==> config.mk <==
export PLATFORM = sky130hd
export DESIGN_NAME = sbr_device_flat
export DESIGN_NICKNAME = d
export VERILOG_FILES = /design/src/hdl/sbr_pkg.sv /design/src/hdl/sbr_if.sv /design/src/hdl/sbr_device.sv /design/src/hdl/sbr_sync.sv /design/src/flat_wrapper.sv
export SDC_FILE = /design/constraint.sdc
export NUM_CORES = 1
export LEC_CHECK = 0
export ABC_AREA = 1
export BUFFER_PORTS_ARGS = -buffer_cell sky130_fd_sc_hd__buf_2
export CAP_MARGIN = 20
export CORE_UTILIZATION = 50
export DETAILED_ROUTE_END_ITERATION = 8
export GPL_TIMING_DRIVEN = 1
export PLACE_DENSITY = 0.7
export SLEW_MARGIN = 25
export SYNTH_ARGS = -nofsm -noshare
export SYNTH_HDL_FRONTEND = slang
export SYNTH_SLANG_ARGS = --single-unit
export TNS_END_PERCENT = 50
==> constraint.sdc <==
create_clock -name clock -period 2.2 [get_ports clock]
set_input_delay 0.33 -clock clock [delete_from_list [all_inputs] [get_ports clock]]
set_output_delay 0.33 -clock clock [all_outputs]
set_load 0.05 [all_outputs]
==> src/hdl/sbr_pkg.sv <==
// Shared constants and types for the serial burst register access link
`default_nettype none
package sbr_pkg;
	// Word and field widths
	localparam int WORD_W     = 16;
	localparam int ADDR_W     = 5;
	localparam int PAGE_W     = 2;
	localparam int BIT_CNT_W  = 4;
	// Command word field positions
	localparam int CMD_DIR_BIT = 15;
	localparam int CMD_PGH_BIT = 13;
	localparam int CMD_PGL_BIT = 12;
	localparam int CMD_SADR_HI = 10;
	localparam int CMD_SADR_LO = 6;
	localparam int CMD_EADR_HI = 4;
	localparam int CMD_EADR_LO = 0;
	// Field values
	localparam logic                 DIR_READ   = 1'h1;
	localparam logic [BIT_CNT_W-1:0] LAST_BIT   = 4'hF;
	localparam logic [WORD_W-1:0]    WORD_ZERO  = 16'h0000;
	localparam logic [ADDR_W-1:0]    ADDR_ONE   = 5'h01;
	// Timing of the serial clock made by the host
	localparam int CLK_PERIOD_NS = 10;
	localparam int SCLK_HALF_NS  = 80;
	localparam int SCLK_HALF_CYC = SCLK_HALF_NS / CLK_PERIOD_NS;
	localparam int MIN_HALF_CYC  = 6;
	// Device end states
	typedef enum logic [2:0] {
		DEV_IDLE = 3'h1,
		DEV_CMD  = 3'h2,
		DEV_DATA = 3'h4
	} sbr_dev_state_t;
	// Host end states
	typedef enum logic [3:0] {
		HST_IDLE = 4'h1,
		HST_LEAD = 4'h2,
		HST_RUN  = 4'h4,
		HST_LAG  = 4'h8
	} sbr_host_state_t;
endpackage
`default_nettype wire

==> src/hdl/sbr_if.sv <==
// Serial link between host end and device end
`default_nettype none
interface sbr_if;
	logic sclk;
	logic ss_n;
	logic mosi;
	logic miso_out;
	logic miso_oe;
	modport device (
		input  sclk,
		input  ss_n,
		input  mosi,
		output miso_out,
		output miso_oe
	);
	modport host (
		output sclk,
		output ss_n,
		output mosi,
		input  miso_out,
		input  miso_oe
	);
endinterface
`default_nettype wire

==> src/hdl/sbr_device.sv <==
// Device end: serial slave giving burst access to 16-bit registers
// Function
// - Serial clock idles low between transfers.
// - Launch on rising edge, capture on falling.
// - Master drives first bit at first rise.
// - Only the master clocks and starts transfers.
// - First word after select is the command.
// - Every word is sixteen serial clocks.
// - Partial word dropped; no write, no more bits.
// - Deselect ends operation; new command needed.
// - Data words follow command with no gap.
// - Command: direction, page, start, end address.
// - Direction one reads, zero writes.
// - Page codes 0 and 1 valid, others reserved.
// - End not above start: start address only.
// - Burst walks addresses upward, start to end.
// - Read past end address shifts out zeros.
// - Write past end address is discarded.
// - Output released while deselected.
// - Reserved locations read zero, ignore writes.
`default_nettype none
module sbr_device
	import sbr_pkg::*;
(
	input  wire logic              clock,
	input  wire logic              reset_n,
	sbr_if.device                  link,
	output logic                   reg_page,
	output logic [ADDR_W-1:0]      reg_addr,
	output logic [WORD_W-1:0]      reg_wdata,
	output logic                   reg_wr_stb,
	output logic                   reg_rd_stb,
	input  wire logic [WORD_W-1:0] reg_rdata
);
	logic                 sclk_s;
	logic                 sel_s;
	logic                 mosi_s;
	logic                 sclk_d_reg;
	logic                 sel_d_reg;
	logic                 sclk_rise;
	logic                 sclk_fall;
	logic                 selected;
	logic                 select_start;
	logic [BIT_CNT_W-1:0] bit_reg;
	logic [WORD_W-1:0]    rx_reg;
	logic [WORD_W-1:0]    rx_word;
	logic                 word_done;
	sbr_dev_state_t       state_reg;
	logic                 dir_read_reg;
	logic                 page_ok_reg;
	logic                 page_reg;
	logic                 single_reg;
	logic                 past_end_reg;
	logic [ADDR_W-1:0]    cur_addr_reg;
	logic [ADDR_W-1:0]    end_addr_reg;
	logic                 at_end;
	logic                 cmd_done;
	logic                 data_done;
	logic [ADDR_W-1:0]    cmd_start;
	logic [ADDR_W-1:0]    cmd_end;
	logic                 cmd_page_ok;
	logic                 load_pend_reg;
	logic                 load_zero_reg;
	logic [WORD_W-1:0]    tx_reg;

	// Link pins enter the clock domain through two flip-flops
	// Select enters inverted so the synchroniser's reset value means deselected
	sbr_sync #(
		.WIDTH(3)
	) u_sync (
		.clock   (clock),
		.reset_n (reset_n),
		.async_in({link.sclk, ~link.ss_n, link.mosi}),
		.sync_out({sclk_s, sel_s, mosi_s})
	);

	// Delayed copies for edge detection
	always_ff @(posedge clock or negedge reset_n) begin
		if (!reset_n) begin
			sclk_d_reg <= 1'h0;
			sel_d_reg  <= 1'h0;
		end else begin
			sclk_d_reg <= sclk_s;
			sel_d_reg  <= sel_s;
		end
	end

	// Edge and framing terms
	assign sclk_rise    = sclk_s & ~sclk_d_reg;
	assign sclk_fall    = ~sclk_s & sclk_d_reg;
	assign selected     = sel_s;
	assign select_start = sel_s & ~sel_d_reg;
	assign rx_word      = {rx_reg[WORD_W-2:0], mosi_s};
	assign word_done    = selected & sclk_fall & (bit_reg == LAST_BIT);

	// Command fields
	assign cmd_start   = rx_word[CMD_SADR_HI:CMD_SADR_LO];
	assign cmd_end     = rx_word[CMD_EADR_HI:CMD_EADR_LO];
	assign cmd_page_ok = ~rx_word[CMD_PGH_BIT];
	assign cmd_done    = word_done & (state_reg == DEV_CMD);
	assign data_done   = word_done & (state_reg == DEV_DATA) & ~past_end_reg;
	assign at_end      = single_reg | (cur_addr_reg == end_addr_reg);

	// Receive shifter; its bit count is cleared whenever the device is deselected
	always_ff @(posedge clock or negedge reset_n) begin
		if (!reset_n) begin
			bit_reg <= '0;
			rx_reg  <= WORD_ZERO;
		end else if (!selected) begin
			bit_reg <= '0;
		end else if (sclk_fall) begin
			rx_reg  <= rx_word;
			bit_reg <= bit_reg + 4'h1;
		end
	end

	// Transaction control and address walk
	always_ff @(posedge clock or negedge reset_n) begin
		if (!reset_n) begin
			state_reg    <= DEV_IDLE;
			dir_read_reg <= 1'h0;
			page_ok_reg  <= 1'h0;
			page_reg     <= 1'h0;
			single_reg   <= 1'h0;
			past_end_reg <= 1'h0;
			cur_addr_reg <= '0;
			end_addr_reg <= '0;
		end else if (!selected) begin
			state_reg    <= DEV_IDLE;
			past_end_reg <= 1'h0;
		end else begin
			unique case (state_reg)
				DEV_IDLE: begin
					if (select_start) begin
						state_reg <= DEV_CMD;
					end
				end
				DEV_CMD: begin
					if (cmd_done) begin
						state_reg    <= DEV_DATA;
						dir_read_reg <= (rx_word[CMD_DIR_BIT] == DIR_READ);
						page_ok_reg  <= cmd_page_ok;
						page_reg     <= rx_word[CMD_PGL_BIT];
						cur_addr_reg <= cmd_start;
						end_addr_reg <= cmd_end;
						single_reg   <= (cmd_end <= cmd_start);
						past_end_reg <= 1'h0;
					end
				end
				DEV_DATA: begin
					if (data_done) begin
						if (at_end) begin
							past_end_reg <= 1'h1;
						end else begin
							cur_addr_reg <= cur_addr_reg + ADDR_ONE;
						end
					end
				end
			endcase
		end
	end

	// Register side strobes: one read ahead, writes on a full word only
	always_ff @(posedge clock or negedge reset_n) begin
		if (!reset_n) begin
			reg_page      <= 1'h0;
			reg_addr      <= '0;
			reg_wdata     <= WORD_ZERO;
			reg_wr_stb    <= 1'h0;
			reg_rd_stb    <= 1'h0;
			load_pend_reg <= 1'h0;
			load_zero_reg <= 1'h0;
		end else begin
			reg_wr_stb    <= 1'h0;
			reg_rd_stb    <= 1'h0;
			load_pend_reg <= 1'h0;
			if (cmd_done && rx_word[CMD_DIR_BIT] == DIR_READ) begin
				reg_page      <= rx_word[CMD_PGL_BIT];
				reg_addr      <= cmd_start;
				reg_rd_stb    <= cmd_page_ok;
				load_pend_reg <= 1'h1;
				load_zero_reg <= ~cmd_page_ok;
			end else if (data_done && dir_read_reg && !at_end) begin
				reg_addr      <= cur_addr_reg + ADDR_ONE;
				reg_rd_stb    <= page_ok_reg;
				load_pend_reg <= 1'h1;
				load_zero_reg <= ~page_ok_reg;
			end else if (data_done && !dir_read_reg) begin
				reg_page   <= page_reg;
				reg_addr   <= cur_addr_reg;
				reg_wdata  <= rx_word;
				reg_wr_stb <= page_ok_reg;
			end
		end
	end

	// Transmit shifter: zero fill means words past the end read zero
	always_ff @(posedge clock or negedge reset_n) begin
		if (!reset_n) begin
			tx_reg        <= WORD_ZERO;
			link.miso_out <= 1'h0;
			link.miso_oe  <= 1'h0;
		end else if (!selected) begin
			tx_reg        <= WORD_ZERO;
			link.miso_out <= 1'h0;
			link.miso_oe  <= 1'h0;
		end else begin
			link.miso_oe <= 1'h1;
			if (load_pend_reg) begin
				tx_reg <= load_zero_reg ? WORD_ZERO : reg_rdata;
			end else if (sclk_rise) begin
				link.miso_out <= tx_reg[WORD_W-1];
				tx_reg        <= {tx_reg[WORD_W-2:0], 1'h0};
			end
		end
	end
endmodule
`default_nettype wire

==> src/hdl/sbr_sync.sv <==
// Two-stage synchroniser for signals from outside the clock domain
`default_nettype none
module sbr_sync #(
	parameter int WIDTH = 1
) (
	input  wire logic             clock,
	input  wire logic             reset_n,
	input  wire logic [WIDTH-1:0] async_in,
	output logic      [WIDTH-1:0] sync_out
);
	logic [WIDTH-1:0] meta_reg;

	initial begin
		if (WIDTH < 1) $error("sbr_sync: WIDTH must be at least 1");
	end

	// Both stages, second stage is the only reader of the first
	always_ff @(posedge clock or negedge reset_n) begin
		if (!reset_n) begin
			meta_reg <= '0;
			sync_out <= '0;
		end else begin
			meta_reg <= async_in;
			sync_out <= meta_reg;
		end
	end
endmodule
`default_nettype wire

==> src/flat_wrapper.sv <==
// flat-port wrapper written by rule: the top's interface ports become plain ports
module sbr_device_flat import sbr_pkg::*;
  (clock, reset_n, reg_page, reg_addr, reg_wdata, reg_wr_stb, reg_rd_stb, reg_rdata, link_sclk, link_ss_n, link_mosi, link_miso_out, link_miso_oe);
  sbr_if link_i ();
  input  wire logic clock;
  input  wire logic reset_n;
  output logic reg_page;
  output logic [ADDR_W-1:0] reg_addr;
  output logic [WORD_W-1:0] reg_wdata;
  output logic reg_wr_stb;
  output logic reg_rd_stb;
  input  wire logic [WORD_W-1:0] reg_rdata;
  input wire logic [$bits(link_i.sclk)-1:0] link_sclk;
  input wire logic [$bits(link_i.ss_n)-1:0] link_ss_n;
  input wire logic [$bits(link_i.mosi)-1:0] link_mosi;
  output wire logic [$bits(link_i.miso_out)-1:0] link_miso_out;
  output wire logic [$bits(link_i.miso_oe)-1:0] link_miso_oe;
  assign link_i.sclk = link_sclk;
  assign link_i.ss_n = link_ss_n;
  assign link_i.mosi = link_mosi;
  assign link_miso_out = link_i.miso_out;
  assign link_miso_oe = link_i.miso_oe;
  sbr_device u_core (.clock(clock), .reset_n(reset_n), .link(link_i), .reg_page(reg_page), .reg_addr(reg_addr), .reg_wdata(reg_wdata), .reg_wr_stb(reg_wr_stb), .reg_rd_stb(reg_rd_stb), .reg_rdata(reg_rdata));
endmodule
==> summary.txt, run 1 <==
Floorplan
  – Number of placement rows: 32
  – Starting density of the core: 0.5176
  – DIE AREA: 8362 sq um
  – Core Region: 7727 sq um
  – Die Width: 91.45 microns
  – I/O pins: 47
  – Die height: 91.45 microns

Clock tree
  – CTS tree: yes
  – Clock input transition at the sequential cells of the worst setup and hold paths: 0.09 ns
  – Clock Path Buffers: 2
  – H-Tree Level Count: 3
  – Number of buffers inserted during clock tree synthesis: 9
  – Clock Root Buffer: clkbuf_8
  – Worst-Skew Late Latency: 0.35 ns
  – Sink Count: 88

Global routing
  – Initial antenna violation count: 0
  – Total congestion overflow: 0
  – Pin count of the biggest net entering global routing: 36
  – First-pass GRT wire length: 14160 microns
  – Total routing resource utilization after global routing: 0.2156
  – Number of global-route vias before repair: 3035

Routing
  – Wire length reported by the detailed router: 8114 microns
  – Drt via density: 5.109
  – # DRC: 0
  – First drt pass iteration count: 6
  – Via total after detailed routing: 3132
  – Violation count after the first detailed-route iteration: 170
  – Routed WL per cell: 13.24 microns
  – Detail Route Antenna Nets: 0

Power
  – Pwr dens: 705.6 nW/um^2
  – Leakage Power: 2.260 nW
  – Worst IR Drop VDD: 0.0004174 V
  – Power consumption: 3.211 mW

Timing
  – Worst setup margin: 0.5260 ns
  – Transition at the pin with the smallest max-transition slack: 0.4650 ns
  – Final Hold Viols: 0
  – Final number of setup-violating endpoints: 0
  – Clock Skews: 0.009394 ns
  – RSZ-0062 raised after global routing: no
  – Slew Viols, Final: 0
  – Final setup TNS: 0 ns
  – Achievable Freq: 597.4 MHz
  – Relative slew slack: 0.6900
  – Final worst-path cycle share: 0.7609
  – Final min period: 1.674 ns

Yosys
  – Main synth FF type: dfrtp_1
  – Number of nets in the synthesized netlist: 485
  – FFs w/ async S/R, synth: 1.000
  – Number of distinct library cell variants in the gate-level netlist after synthesis: 32
  – Yosys warning total: 0
  – Post-synth EDFFs: 0
  – Flip-flop and latch count after synthesis: 88
  – Post-synthesis instance area: 4000 sq um
  – Top cells by instance count after synthesis: 89 x nand2_1, 87 x dfrtp_1, 84 x o21ai_0
  – Synthesized area per cell: 8.753 sq um
  – Sequential-to-total area share from yosys stat: 0.5508
  – Cell with the most instances after synthesis: nand2_1
  – Portion of synthesized cell area occupied by the leading cell type: 0.5443
  – Biggest area consumer among synthesized cells: dfrtp_1
  – Number of standard cells after synthesis: 457
  – Area contributors post-synth: dfrtp_1 54%, o21ai_0 11%, nand2_1 8.4%

Min path
  – Worst min-delay path category: in2reg

Final layout
  – Layout fillers: 714
  – Inserted Diodes: 0
  – Fin cells: 613
  – Area overhead of the layout relative to synthesis: 13.76%
  – Post-route cell area: 4551 sq um
  – Fraction of final layout cells with drive strength greater than 1: 0.1761
  – Final #Nets: 534

Worst setup path
  – Critical path class: reg2reg
  – Required @ worst endpoint: 2.48 ns
  – Critical path fanouts, max: 10
  – CP Data Arrival Time: 1.95 ns
  – Category of the worst setup path launch point: flop
  – Crit. End Element: flop

Flow run
  – Max cap viols: 0

Placement
  – Placed Cells: 596
  – Post-detailed-placement cell area: 4345 sq um
  – Dpl hpwl: 5857 microns
  – Routability congestion estimate: 0.8535
  – Worst setup timing slack at the placement stage: 0.5097 ns
  – Count of buffers from port buffering: 46

Outcome
  – Status: finished, final reports clean
[cell usage in the layout, fill, tap and decap left out, drive strengths merged, types with 3 or more instances in the layout]
| cell | count |
|---|---|
| a21oi | 8 |
| nand2 | 92 |
| ha | 7 |
| nor2 | 25 |
| o21ai | 86 |
| inv | 61 |
| o22ai | 3 |
| dfrtp | 87 |
| clkbuf | 10 |
| xnor2 | 3 |
| nand4 | 5 |
| buf | 57 |
| nand3 | 51 |
[critical path, stage by stage (launching register included)]
cell	delay (ns)
dfrtp_1	0.39
ha_1	0.22
nand3_1	0.12
nor2_4	0.06
inv_2	0.08
nor2_4	0.05
buf_4	0.16
o21ai_2	0.32
nor2_1	0.07
a21oi_1	0.14
[path summary, 6_finish.rpt]
| kind | from | end | cells past startpoint | slack (ns) |
|---|---|---|---|---|
| worst max-delay path | u_core.bit_reg[0] | u_core.cur_addr_reg[0] | 9 | 0.53 |
| worst min-delay path | link_sclk | u_core.u_sync.meta_reg[2] | 1 | 0.08 |
| worst max register to register | u_core.bit_reg[0] | u_core.cur_addr_reg[0] | 9 | 0.53 |
| worst min register to register | u_core.u_sync.meta_reg[2] | u_core.u_sync.sync_out[2] | 0 | 0.35 |
| max in group asynchronous | reset_n | u_core.state_reg[0] | 3 | 0.99 |
| min in group asynchronous | reset_n | u_core.tx_reg[12] | 2 | 0.46 |
[where the power goes]
part / internal (mW) / switching (mW)
clock network: 0.529 / 0.576
logic: 0.112 / 0.225
registers: 1.70 / 0.0737
[per-stage QoR]
step | utilization | hold WS (ns)
2_1_floorplan | - | 0.03441
3_3_place_gp | 0.5623 | 0.3082
3_5_place_dp | 0.5623 | 0.3124
4_1_cts | 0.5889 | 0.06206
6_report | 0.5889 | 0.07723
5_1_grt | 0.5889 | 0.06446
[logic make-up after synthesis]
group,Yosys count,synth area share
buf+inv,80,0.08070
fa+ha+maj,7,0.02189
compound gates,101,0.1336
xor+xnor,5,0.01095
flops,88,0.5508
simple gates,176,0.2021
[cell type report]
type                       instances  area (sq um)  share of cell area
sequential                        88          2203              0.4842
multi-input combinational        289          1474              0.3239
timing repair buffer              58         325.3             0.07149
inverter                          60         225.2             0.04949
clock buffer                      10         127.6             0.02805
tap                              102         127.6             0.02805
clock inverter                     6         67.56             0.01485
[routing by layer]
layer,vias to the layer above,track usage,share of wire
met1,1470,0.3052,0.49
met5,-,0,0
met3,13,0.03183,0.038
met4,0,0.08995,0.017
met2,63,0.3327,0.46
li1,1586,-,-
[what timing repair did]
item | CTS | global route
resized for setup | 0 | 0
hold buffers | 1 | 0
hold endpoints to repair | 32 | 0
buffers inserted | 0 | 0
Power figures use the tool's default switching activity.
==> run 2: changes to the inputs <==
--- a/config.mk
+++ b/config.mk
@@ -11,7 +11,7 @@
 export CORE_UTILIZATION = 50
 export DETAILED_ROUTE_END_ITERATION = 8
 export GPL_TIMING_DRIVEN = 1
-export PLACE_DENSITY = 0.7
+export PLACE_DENSITY = 0.73
 export SLEW_MARGIN = 25
 export SYNTH_ARGS = -nofsm -noshare
 export SYNTH_HDL_FRONTEND = slang
==> constraint.sdc (replaced) <==
create_clock -name clock -period 1.4 [get_ports clock]
set_input_delay 0.21 -clock clock [delete_from_list [all_inputs] [get_ports clock]]
set_output_delay 0.21 -clock clock [all_outputs]
set_load 0.05 [all_outputs]
==> summary.txt, run 2 (same netlist as run 1, synthesis figures left out) <==
Outcome
  – Status: complete, but fails checks
  – Failing checks: setup timing

Flow run
  – Max cap viols: 0 (unchanged)

Final layout
  – Leading cell types in the layout, fill and taps excluded: 85 x nand2_1, 85 x dfrtp_1, 64 x o21ai_0
  – Fraction of final layout cells with drive strength greater than 1: 0.2676 (+0.09151)
  – Utilization after layout: 0.6537 (+0.06477)
  – Area overhead of the layout relative to synthesis: 26.27%
  – Inserted Diodes: 0 (unchanged)
  – Final #Nets: 576 (+7.9%)

Timing
  – Worst setup margin: -0.2158 ns (-0.7418 ns)
  – Final min period: 1.616 ns (-0.05820 ns)
  – Clock Skews: 0.007587 ns (-0.001807 ns)
  – Final Hold Viols: 0 (unchanged)
  – Final worst-path cycle share: 1.154 (+0.3932)
  – Relative slew slack: 0.7051 (+0.01508)
  – Transition at the pin with the smallest max-transition slack: 0.4418 ns (-0.02311 ns)
  – Slew Viols, Final: 0 (unchanged)
  – Final setup TNS: -4.306 ns (-4.306 ns)
  – Achievable Freq: 618.9 MHz (+3.6%)
  – Final hold slack: 0.1121 ns (+0.03485 ns)
  – RSZ-0062 raised after global routing: yes
  – Final number of setup-violating endpoints: 42 (+42)

Global routing
  – Number of global-route vias before repair: 3254 (+7.2%)
  – Total congestion overflow: 0 (unchanged)
  – First-pass GRT wire length: 15230 microns (+7.6%)
  – Pin count of the biggest net entering global routing: 37 (+2.8%)
  – Initial antenna violation count: 0 (unchanged)
  – Total routing resource utilization after global routing: 0.2364 (+0.02083)

Worst setup path
  – Critical path class: reg2reg
  – Critical path fanouts, max: 4 (-6)
  – Cell with the most instances on the worst path: nor2_4
  – Cell with the biggest individual delay on the critical path: dfrtp_1
  – Required @ worst endpoint: 1.64 ns (-0.84 ns)
  – Crit. End Element: flop
  – Category of the worst setup path launch point: flop
  – List of cells traversed by the critical path: ha_2 -> nand3_2 -> nor2_4 -> nand2_2 -> nor2_4 -> buf_4 -> nand3_4 -> o22ai_2 -> nor2_1
  – Peak per-stage delay on the critical path: 0.37 ns (-0.02 ns)
  – CP Data Arrival Time: 1.86 ns (-0.09 ns)

Routing
  – Wire length reported by the detailed router: 9272 microns (+14%)
  – Routed WL per cell: 14.16 microns (+6.9%)
  – Violation count after the first detailed-route iteration: 179 (+5.3%)
  – Drt via density: 5.198 (+1.7%)
  – First drt pass iteration count: 5 (-1)
  – # DRC: 0 (unchanged)
  – Via total after detailed routing: 3405 (+8.7%)
  – Detail Route Antenna Nets: 0 (unchanged)

Power
  – Pwr dens: 1031 nW/um^2 (+46%)
  – Worst IR Drop VDD: 0.0006143 V (+47%)
  – Power consumption: 5.209 mW (+62%)
  – Leakage Power: 2.495 nW (+10%)

Floorplan
  – Number of placement rows: 32 (unchanged)
  – I/O pins: 47 (unchanged)
  – Die Width: 91.45 microns (unchanged)
  – Die height: 91.45 microns (unchanged)
  – Starting density of the core: 0.5176 (unchanged)
  – DIE AREA: 8362 sq um (unchanged)
  – Core Region: 7727 sq um (unchanged)

Min path
  – Worst min-delay path category: in2reg

Placement
  – Dpl hpwl: 6171 microns (+5.4%)
  – Routability congestion estimate: 0.8616 (+0.95%)
  – Count of buffers from port buffering: 46 (unchanged)
  – Worst setup timing slack at the placement stage: -0.2335 ns (-0.7432 ns)

Clock tree
  – Sink Count: 88 (unchanged)
  – H-Tree Level Count: 3 (unchanged)
  – Number of buffers inserted during clock tree synthesis: 9 (unchanged)
  – Clock Root Buffer: clkbuf_8
  – Clock Path Buffers: 2 (unchanged)
  – Worst-Skew Late Latency: 0.36 ns (about the same)
  – CTS tree: yes
  – Clock input transition at the sequential cells of the worst setup and hold paths: 0.09 ns (about the same)
-- run 2: final cells by class --
cell class / count / area, sq um
fill: 619 / 2676
sequential: 88 / 2206
multi-input combinational: 291 / 1594
timing repair buffer: 97 / 689.4
inverter: 60 / 229.0
clock buffer: 11 / 141.4
tap: 102 / 127.6
clock inverter: 5 / 56.30
timing repair inverter: 1 / 7.507
-- run 2: worst max-delay path, delay by kind of cell, from the launching register on --
family	cells	cell delay, ns
buf+inv	1	0.15
fa+ha+maj	1	0.20
simple gates	6	0.60
compound gates	1	0.17
flops	1	0.37
-- run 2: routing by layer --
metal | wire length (microns) | up-vias | part of all wire | track usage
met1 | 4122 | 1621 | 0.44 | 0.3125
met3 | 376 | 19 | 0.041 | 0.03434
li1 | - | 1676 | - | -
met2 | 4529 | 89 | 0.49 | 0.3778
met5 | 0 | - | 0 | 0
met4 | 244 | 0 | 0.026 | 0.1243
-- run 2: where the power goes --
part | leakage (nW) | switching (mW) | internal [mW]
combinational | 1.21 | 0.412 | 0.264
clock | 0.0993 | 0.892 | 0.871
sequential | 1.19 | 0.106 | 2.66
-- run 2: final timing paths --
kind	from	to	slack (ns)	depth (start not counted)
min in group asynchronous	reset_n	u_core.tx_reg[11]	0.33	2
max in group asynchronous	reset_n	u_core.reg_wdata[13]	0.54	3
worst max register to register	u_core.bit_reg[0]	u_core.load_zero_reg	-0.22	9
worst min-delay path	reg_rdata[0]	u_core.tx_reg[0]	0.11	3
worst min register to register	u_core.u_sync.meta_reg[2]	u_core.u_sync.sync_out[2]	0.35	0
worst max-delay path	u_core.bit_reg[0]	u_core.load_zero_reg	-0.22	9
-- run 2: through the flow --
stage / cell area (sq um) / std cells
final: 5051 / 655
after global routing: 5051 / 655
after CTS: 4977 / 651
after detailed placement: 4606 / 623
after global placement: 4606 / 623
after floorplan: 4021 / 457
-- run 2: repair_timing --
item	in CTS	in global routing
hold endpoints to repair	30	0
resized for setup	27	25
endpoints found under the setup margin	45	61
hold buffers	4	0
buffers inserted	5	5
pin swaps	11	5
gates cloned	3	0
==> run 3: changes to the inputs <==
--- a/config.mk
+++ b/config.mk
@@ -8,10 +8,11 @@
 export ABC_AREA = 1
 export BUFFER_PORTS_ARGS = -buffer_cell sky130_fd_sc_hd__buf_2
 export CAP_MARGIN = 20
-export CORE_UTILIZATION = 50
+export CORE_UTILIZATION = 40
+export CTS_BUF_LIST = sky130_fd_sc_hd__clkbuf_16
 export DETAILED_ROUTE_END_ITERATION = 8
 export GPL_TIMING_DRIVEN = 1
-export PLACE_DENSITY = 0.73
+export PLACE_DENSITY = 0.61
 export SLEW_MARGIN = 25
 export SYNTH_ARGS = -nofsm -noshare
 export SYNTH_HDL_FRONTEND = slang
==> constraint.sdc (replaced) <==
create_clock -name clock -period 1.4 [get_ports clock]
set_input_delay 0.14 -clock clock [delete_from_list [all_inputs] [get_ports clock]]
set_output_delay 0.14 -clock clock [all_outputs]
set_load 0.05 [all_outputs]
==> summary.txt, run 3 (same netlist as run 1, synthesis figures left out) <==
Outcome
  – Status: complete, but fails checks
  – Failing checks: setup timing

Timing
  – Final Hold Viols: 0 (unchanged)
  – Clock Skews: 0.009478 ns (+0.001891 ns)
  – RSZ-0062 raised after global routing: yes
  – Final setup TNS: -3.085 ns (+1.221 ns)
  – Final min period: 1.586 ns (-0.02969 ns)
  – Final number of setup-violating endpoints: 35 (-17%)
  – Transition at the pin with the smallest max-transition slack: 0.3353 ns (-0.1066 ns)
  – Slew Viols, Final: 0 (unchanged)
  – Relative slew slack: 0.7765 (+0.07138)
  – Worst setup margin: -0.1861 ns (+0.02969 ns)
  – Final worst-path cycle share: 1.133 (-0.02121)
  – Achievable Freq: 630.5 MHz (+1.9%)

Worst setup path
  – CP Data Arrival Time: 1.81 ns (-0.05 ns)
  – Required @ worst endpoint: 1.63 ns (about the same)
  – Crit. End Element: flop
  – Reg-to-reg setup timing slack: -0.19 ns (+0.03 ns)
  – Launch instance of the worst register-to-register path: u_core.bit_reg[0]
  – Category of the worst setup path launch point: flop
  – Critical path class: reg2reg
  – Launching instance or port of the critical path: u_core.bit_reg[0]
  – Critical path fanouts, max: 5 (+1)

Clock tree
  – Worst-Skew Late Latency: 0.34 ns (-0.02 ns)
  – Clock input transition at the sequential cells of the worst setup and hold paths: 0.07 ns (-0.02 ns)
  – Clock Root Buffer: clkbuf_16
  – Sink Count: 88 (unchanged)
  – H-Tree Level Count: 3 (unchanged)
  – Number of buffers inserted during clock tree synthesis: 9 (unchanged)
  – Clock Path Buffers: 2 (unchanged)
  – CTS tree: yes

Global routing
  – Total congestion overflow: 0 (unchanged)
  – Total routing resource utilization after global routing: 0.1864 (-0.05005)
  – First-pass GRT wire length: 14760 microns (-3.1%)
  – Pin count of the biggest net entering global routing: 42 (+14%)
  – Number of global-route vias before repair: 3101 (-4.7%)
  – Initial antenna violation count: 0 (unchanged)

Floorplan
  – Die Width: 102 microns (+12%)
  – Number of placement rows: 36 (+13%)
  – Die height: 102 microns (+12%)
  – Starting density of the core: 0.4111 (-0.1065)
  – I/O pins: 47 (unchanged)
  – DIE AREA: 10400 sq um (+24%)
  – Core Region: 9729 sq um (+26%)

Routing
  – Via total after detailed routing: 3362 (-1.3%)
  – Detail Route Antenna Nets: 0 (unchanged)
  – Drt via density: 4.865 (-6.4%)
  – # DRC: 0 (unchanged)
  – Wire length reported by the detailed router: 9243 microns (-0.31%)
  – First drt pass iteration count: 4 (-1)
  – Routed WL per cell: 13.38 microns (-5.5%)
  – Violation count after the first detailed-route iteration: 211 (+18%)

Final layout
  – Inserted Diodes: 0 (unchanged)
  – Post-route cell area: 5386 sq um (+6.6%)
  – Layout fillers: 895 (+45%)
  – Final #Nets: 581 (+0.87%)
  – Utilization after layout: 0.5536 (-0.1000)
  – Fraction of final layout cells with drive strength greater than 1: 0.3280 (+0.06033)
  – Most frequent standard cell in the layout excluding fill and tap cells: dfrtp_1
  – Area overhead of the layout relative to synthesis: 34.66%
  – Leading cell types in the layout, fill and taps excluded: 87 x dfrtp_1, 77 x nand2_1, 67 x o21ai_0

Min path
  – Worst Hold Launch: reg_rdata[0]
  – Worst min-delay path category: in2reg

Power
  – Pwr dens: 1128 nW/um^2 (+9.4%)
  – Leakage Power: 2.642 nW (+5.9%)
  – Worst IR Drop VDD: 0.0006294 V (+2.5%)

Flow run
  – Max cap viols: 0 (unchanged)

Placement
  – Count of buffers from port buffering: 46 (unchanged)
  – Routability congestion estimate: 0.8989 (+4.3%)
  – Post-detailed-placement cell area: 4667 sq um (+1.3%)
  – Dpl hpwl: 6077 microns (-1.5%)
==> run 3: cell count changes in the layout (fill, tap and decap cells not counted), sizes merged <==
cell	previous run	this run
inv	59	63
clkinv	3	1
clkbuf	11	10
buf	93	97
==> run 3: area by class of cell <==
class,instances,area [sq um],share of cell area
inverter,60,234.0,0.04344
multi-input combinational,291,1703,0.3161
timing repair inverter,1,7.507,0.001394
clock inverter,7,86.33,0.01603
clock buffer,9,225.2,0.04181
sequential,88,2203,0.4091
timing repair buffer,102,760.7,0.1412
tap,133,166.4,0.03089
==> run 3: through the flow <==
stage	power (mW)	hold WS (ns)	setup WS, ns	std cells
2_1_floorplan	3.122	-0.1556	-0.05051	457
3_3_place_gp	3.452	0.06352	-0.09201	657
3_5_place_dp	3.471	0.06219	-0.1635	657
4_1_cts	6.021	0.06027	-0.1502	682
5_1_grt	6.330	0.08665	-0.3048	691
6_report	6.077	0.07001	-0.1861	691
==> run 3: path summary, 6_finish.rpt <==
kind | endpoint | cells after the start
max | u_core.cur_addr_reg[2] | 10
min | u_core.tx_reg[0] | 3
max reg2reg | u_core.cur_addr_reg[2] | 10
min reg2reg | u_core.u_sync.sync_out[1] | 0
max in group asynchronous | u_core.state_reg[0] | 3
min in group asynchronous | u_core.tx_reg[11] | 2
==> run 3: timing repair <==
action | CTS | global route
pin swaps | 10 | 16
hold buffers | 4 | 0
buffers inserted | 3 | 5
gates resized for setup | 29 | 53
endpoints found under the setup margin | 38 | 60
cloned | 2 | 4
endpoints found under the hold margin | 23 | 0
==> run 3: per-layer routing <==
metal | global-route usage | up-vias | routed length (microns)
met1 | 0.2574 | 1592 | 4433
li1 | - | 1695 | -
met4 | 0.06264 | 0 | 166
met5 | 0 | - | 0
met3 | 0.04993 | 13 | 395
met2 | 0.2845 | 62 | 4248
==> run 3: critical path, cell delays in order (launching register included) <==
cell     delay, ns
dfrtp_1       0.36
ha_2          0.19
nand3_2       0.08
nor2_4        0.10
inv_2         0.06
nor2_4        0.16
buf_4         0.17
o21ai_2       0.08
buf_4         0.16
nand2_1       0.05
o21ai_1       0.05
==> run 3: where the power goes <==
group          total (mW)  switching (mW)  internal (mW)  leakage (nW)
clock                2.50            1.08           1.42         0.150
sequential           2.77           0.105           2.67          1.19
combinational       0.801           0.462          0.339          1.30
total                6.08            1.65           4.43          2.64
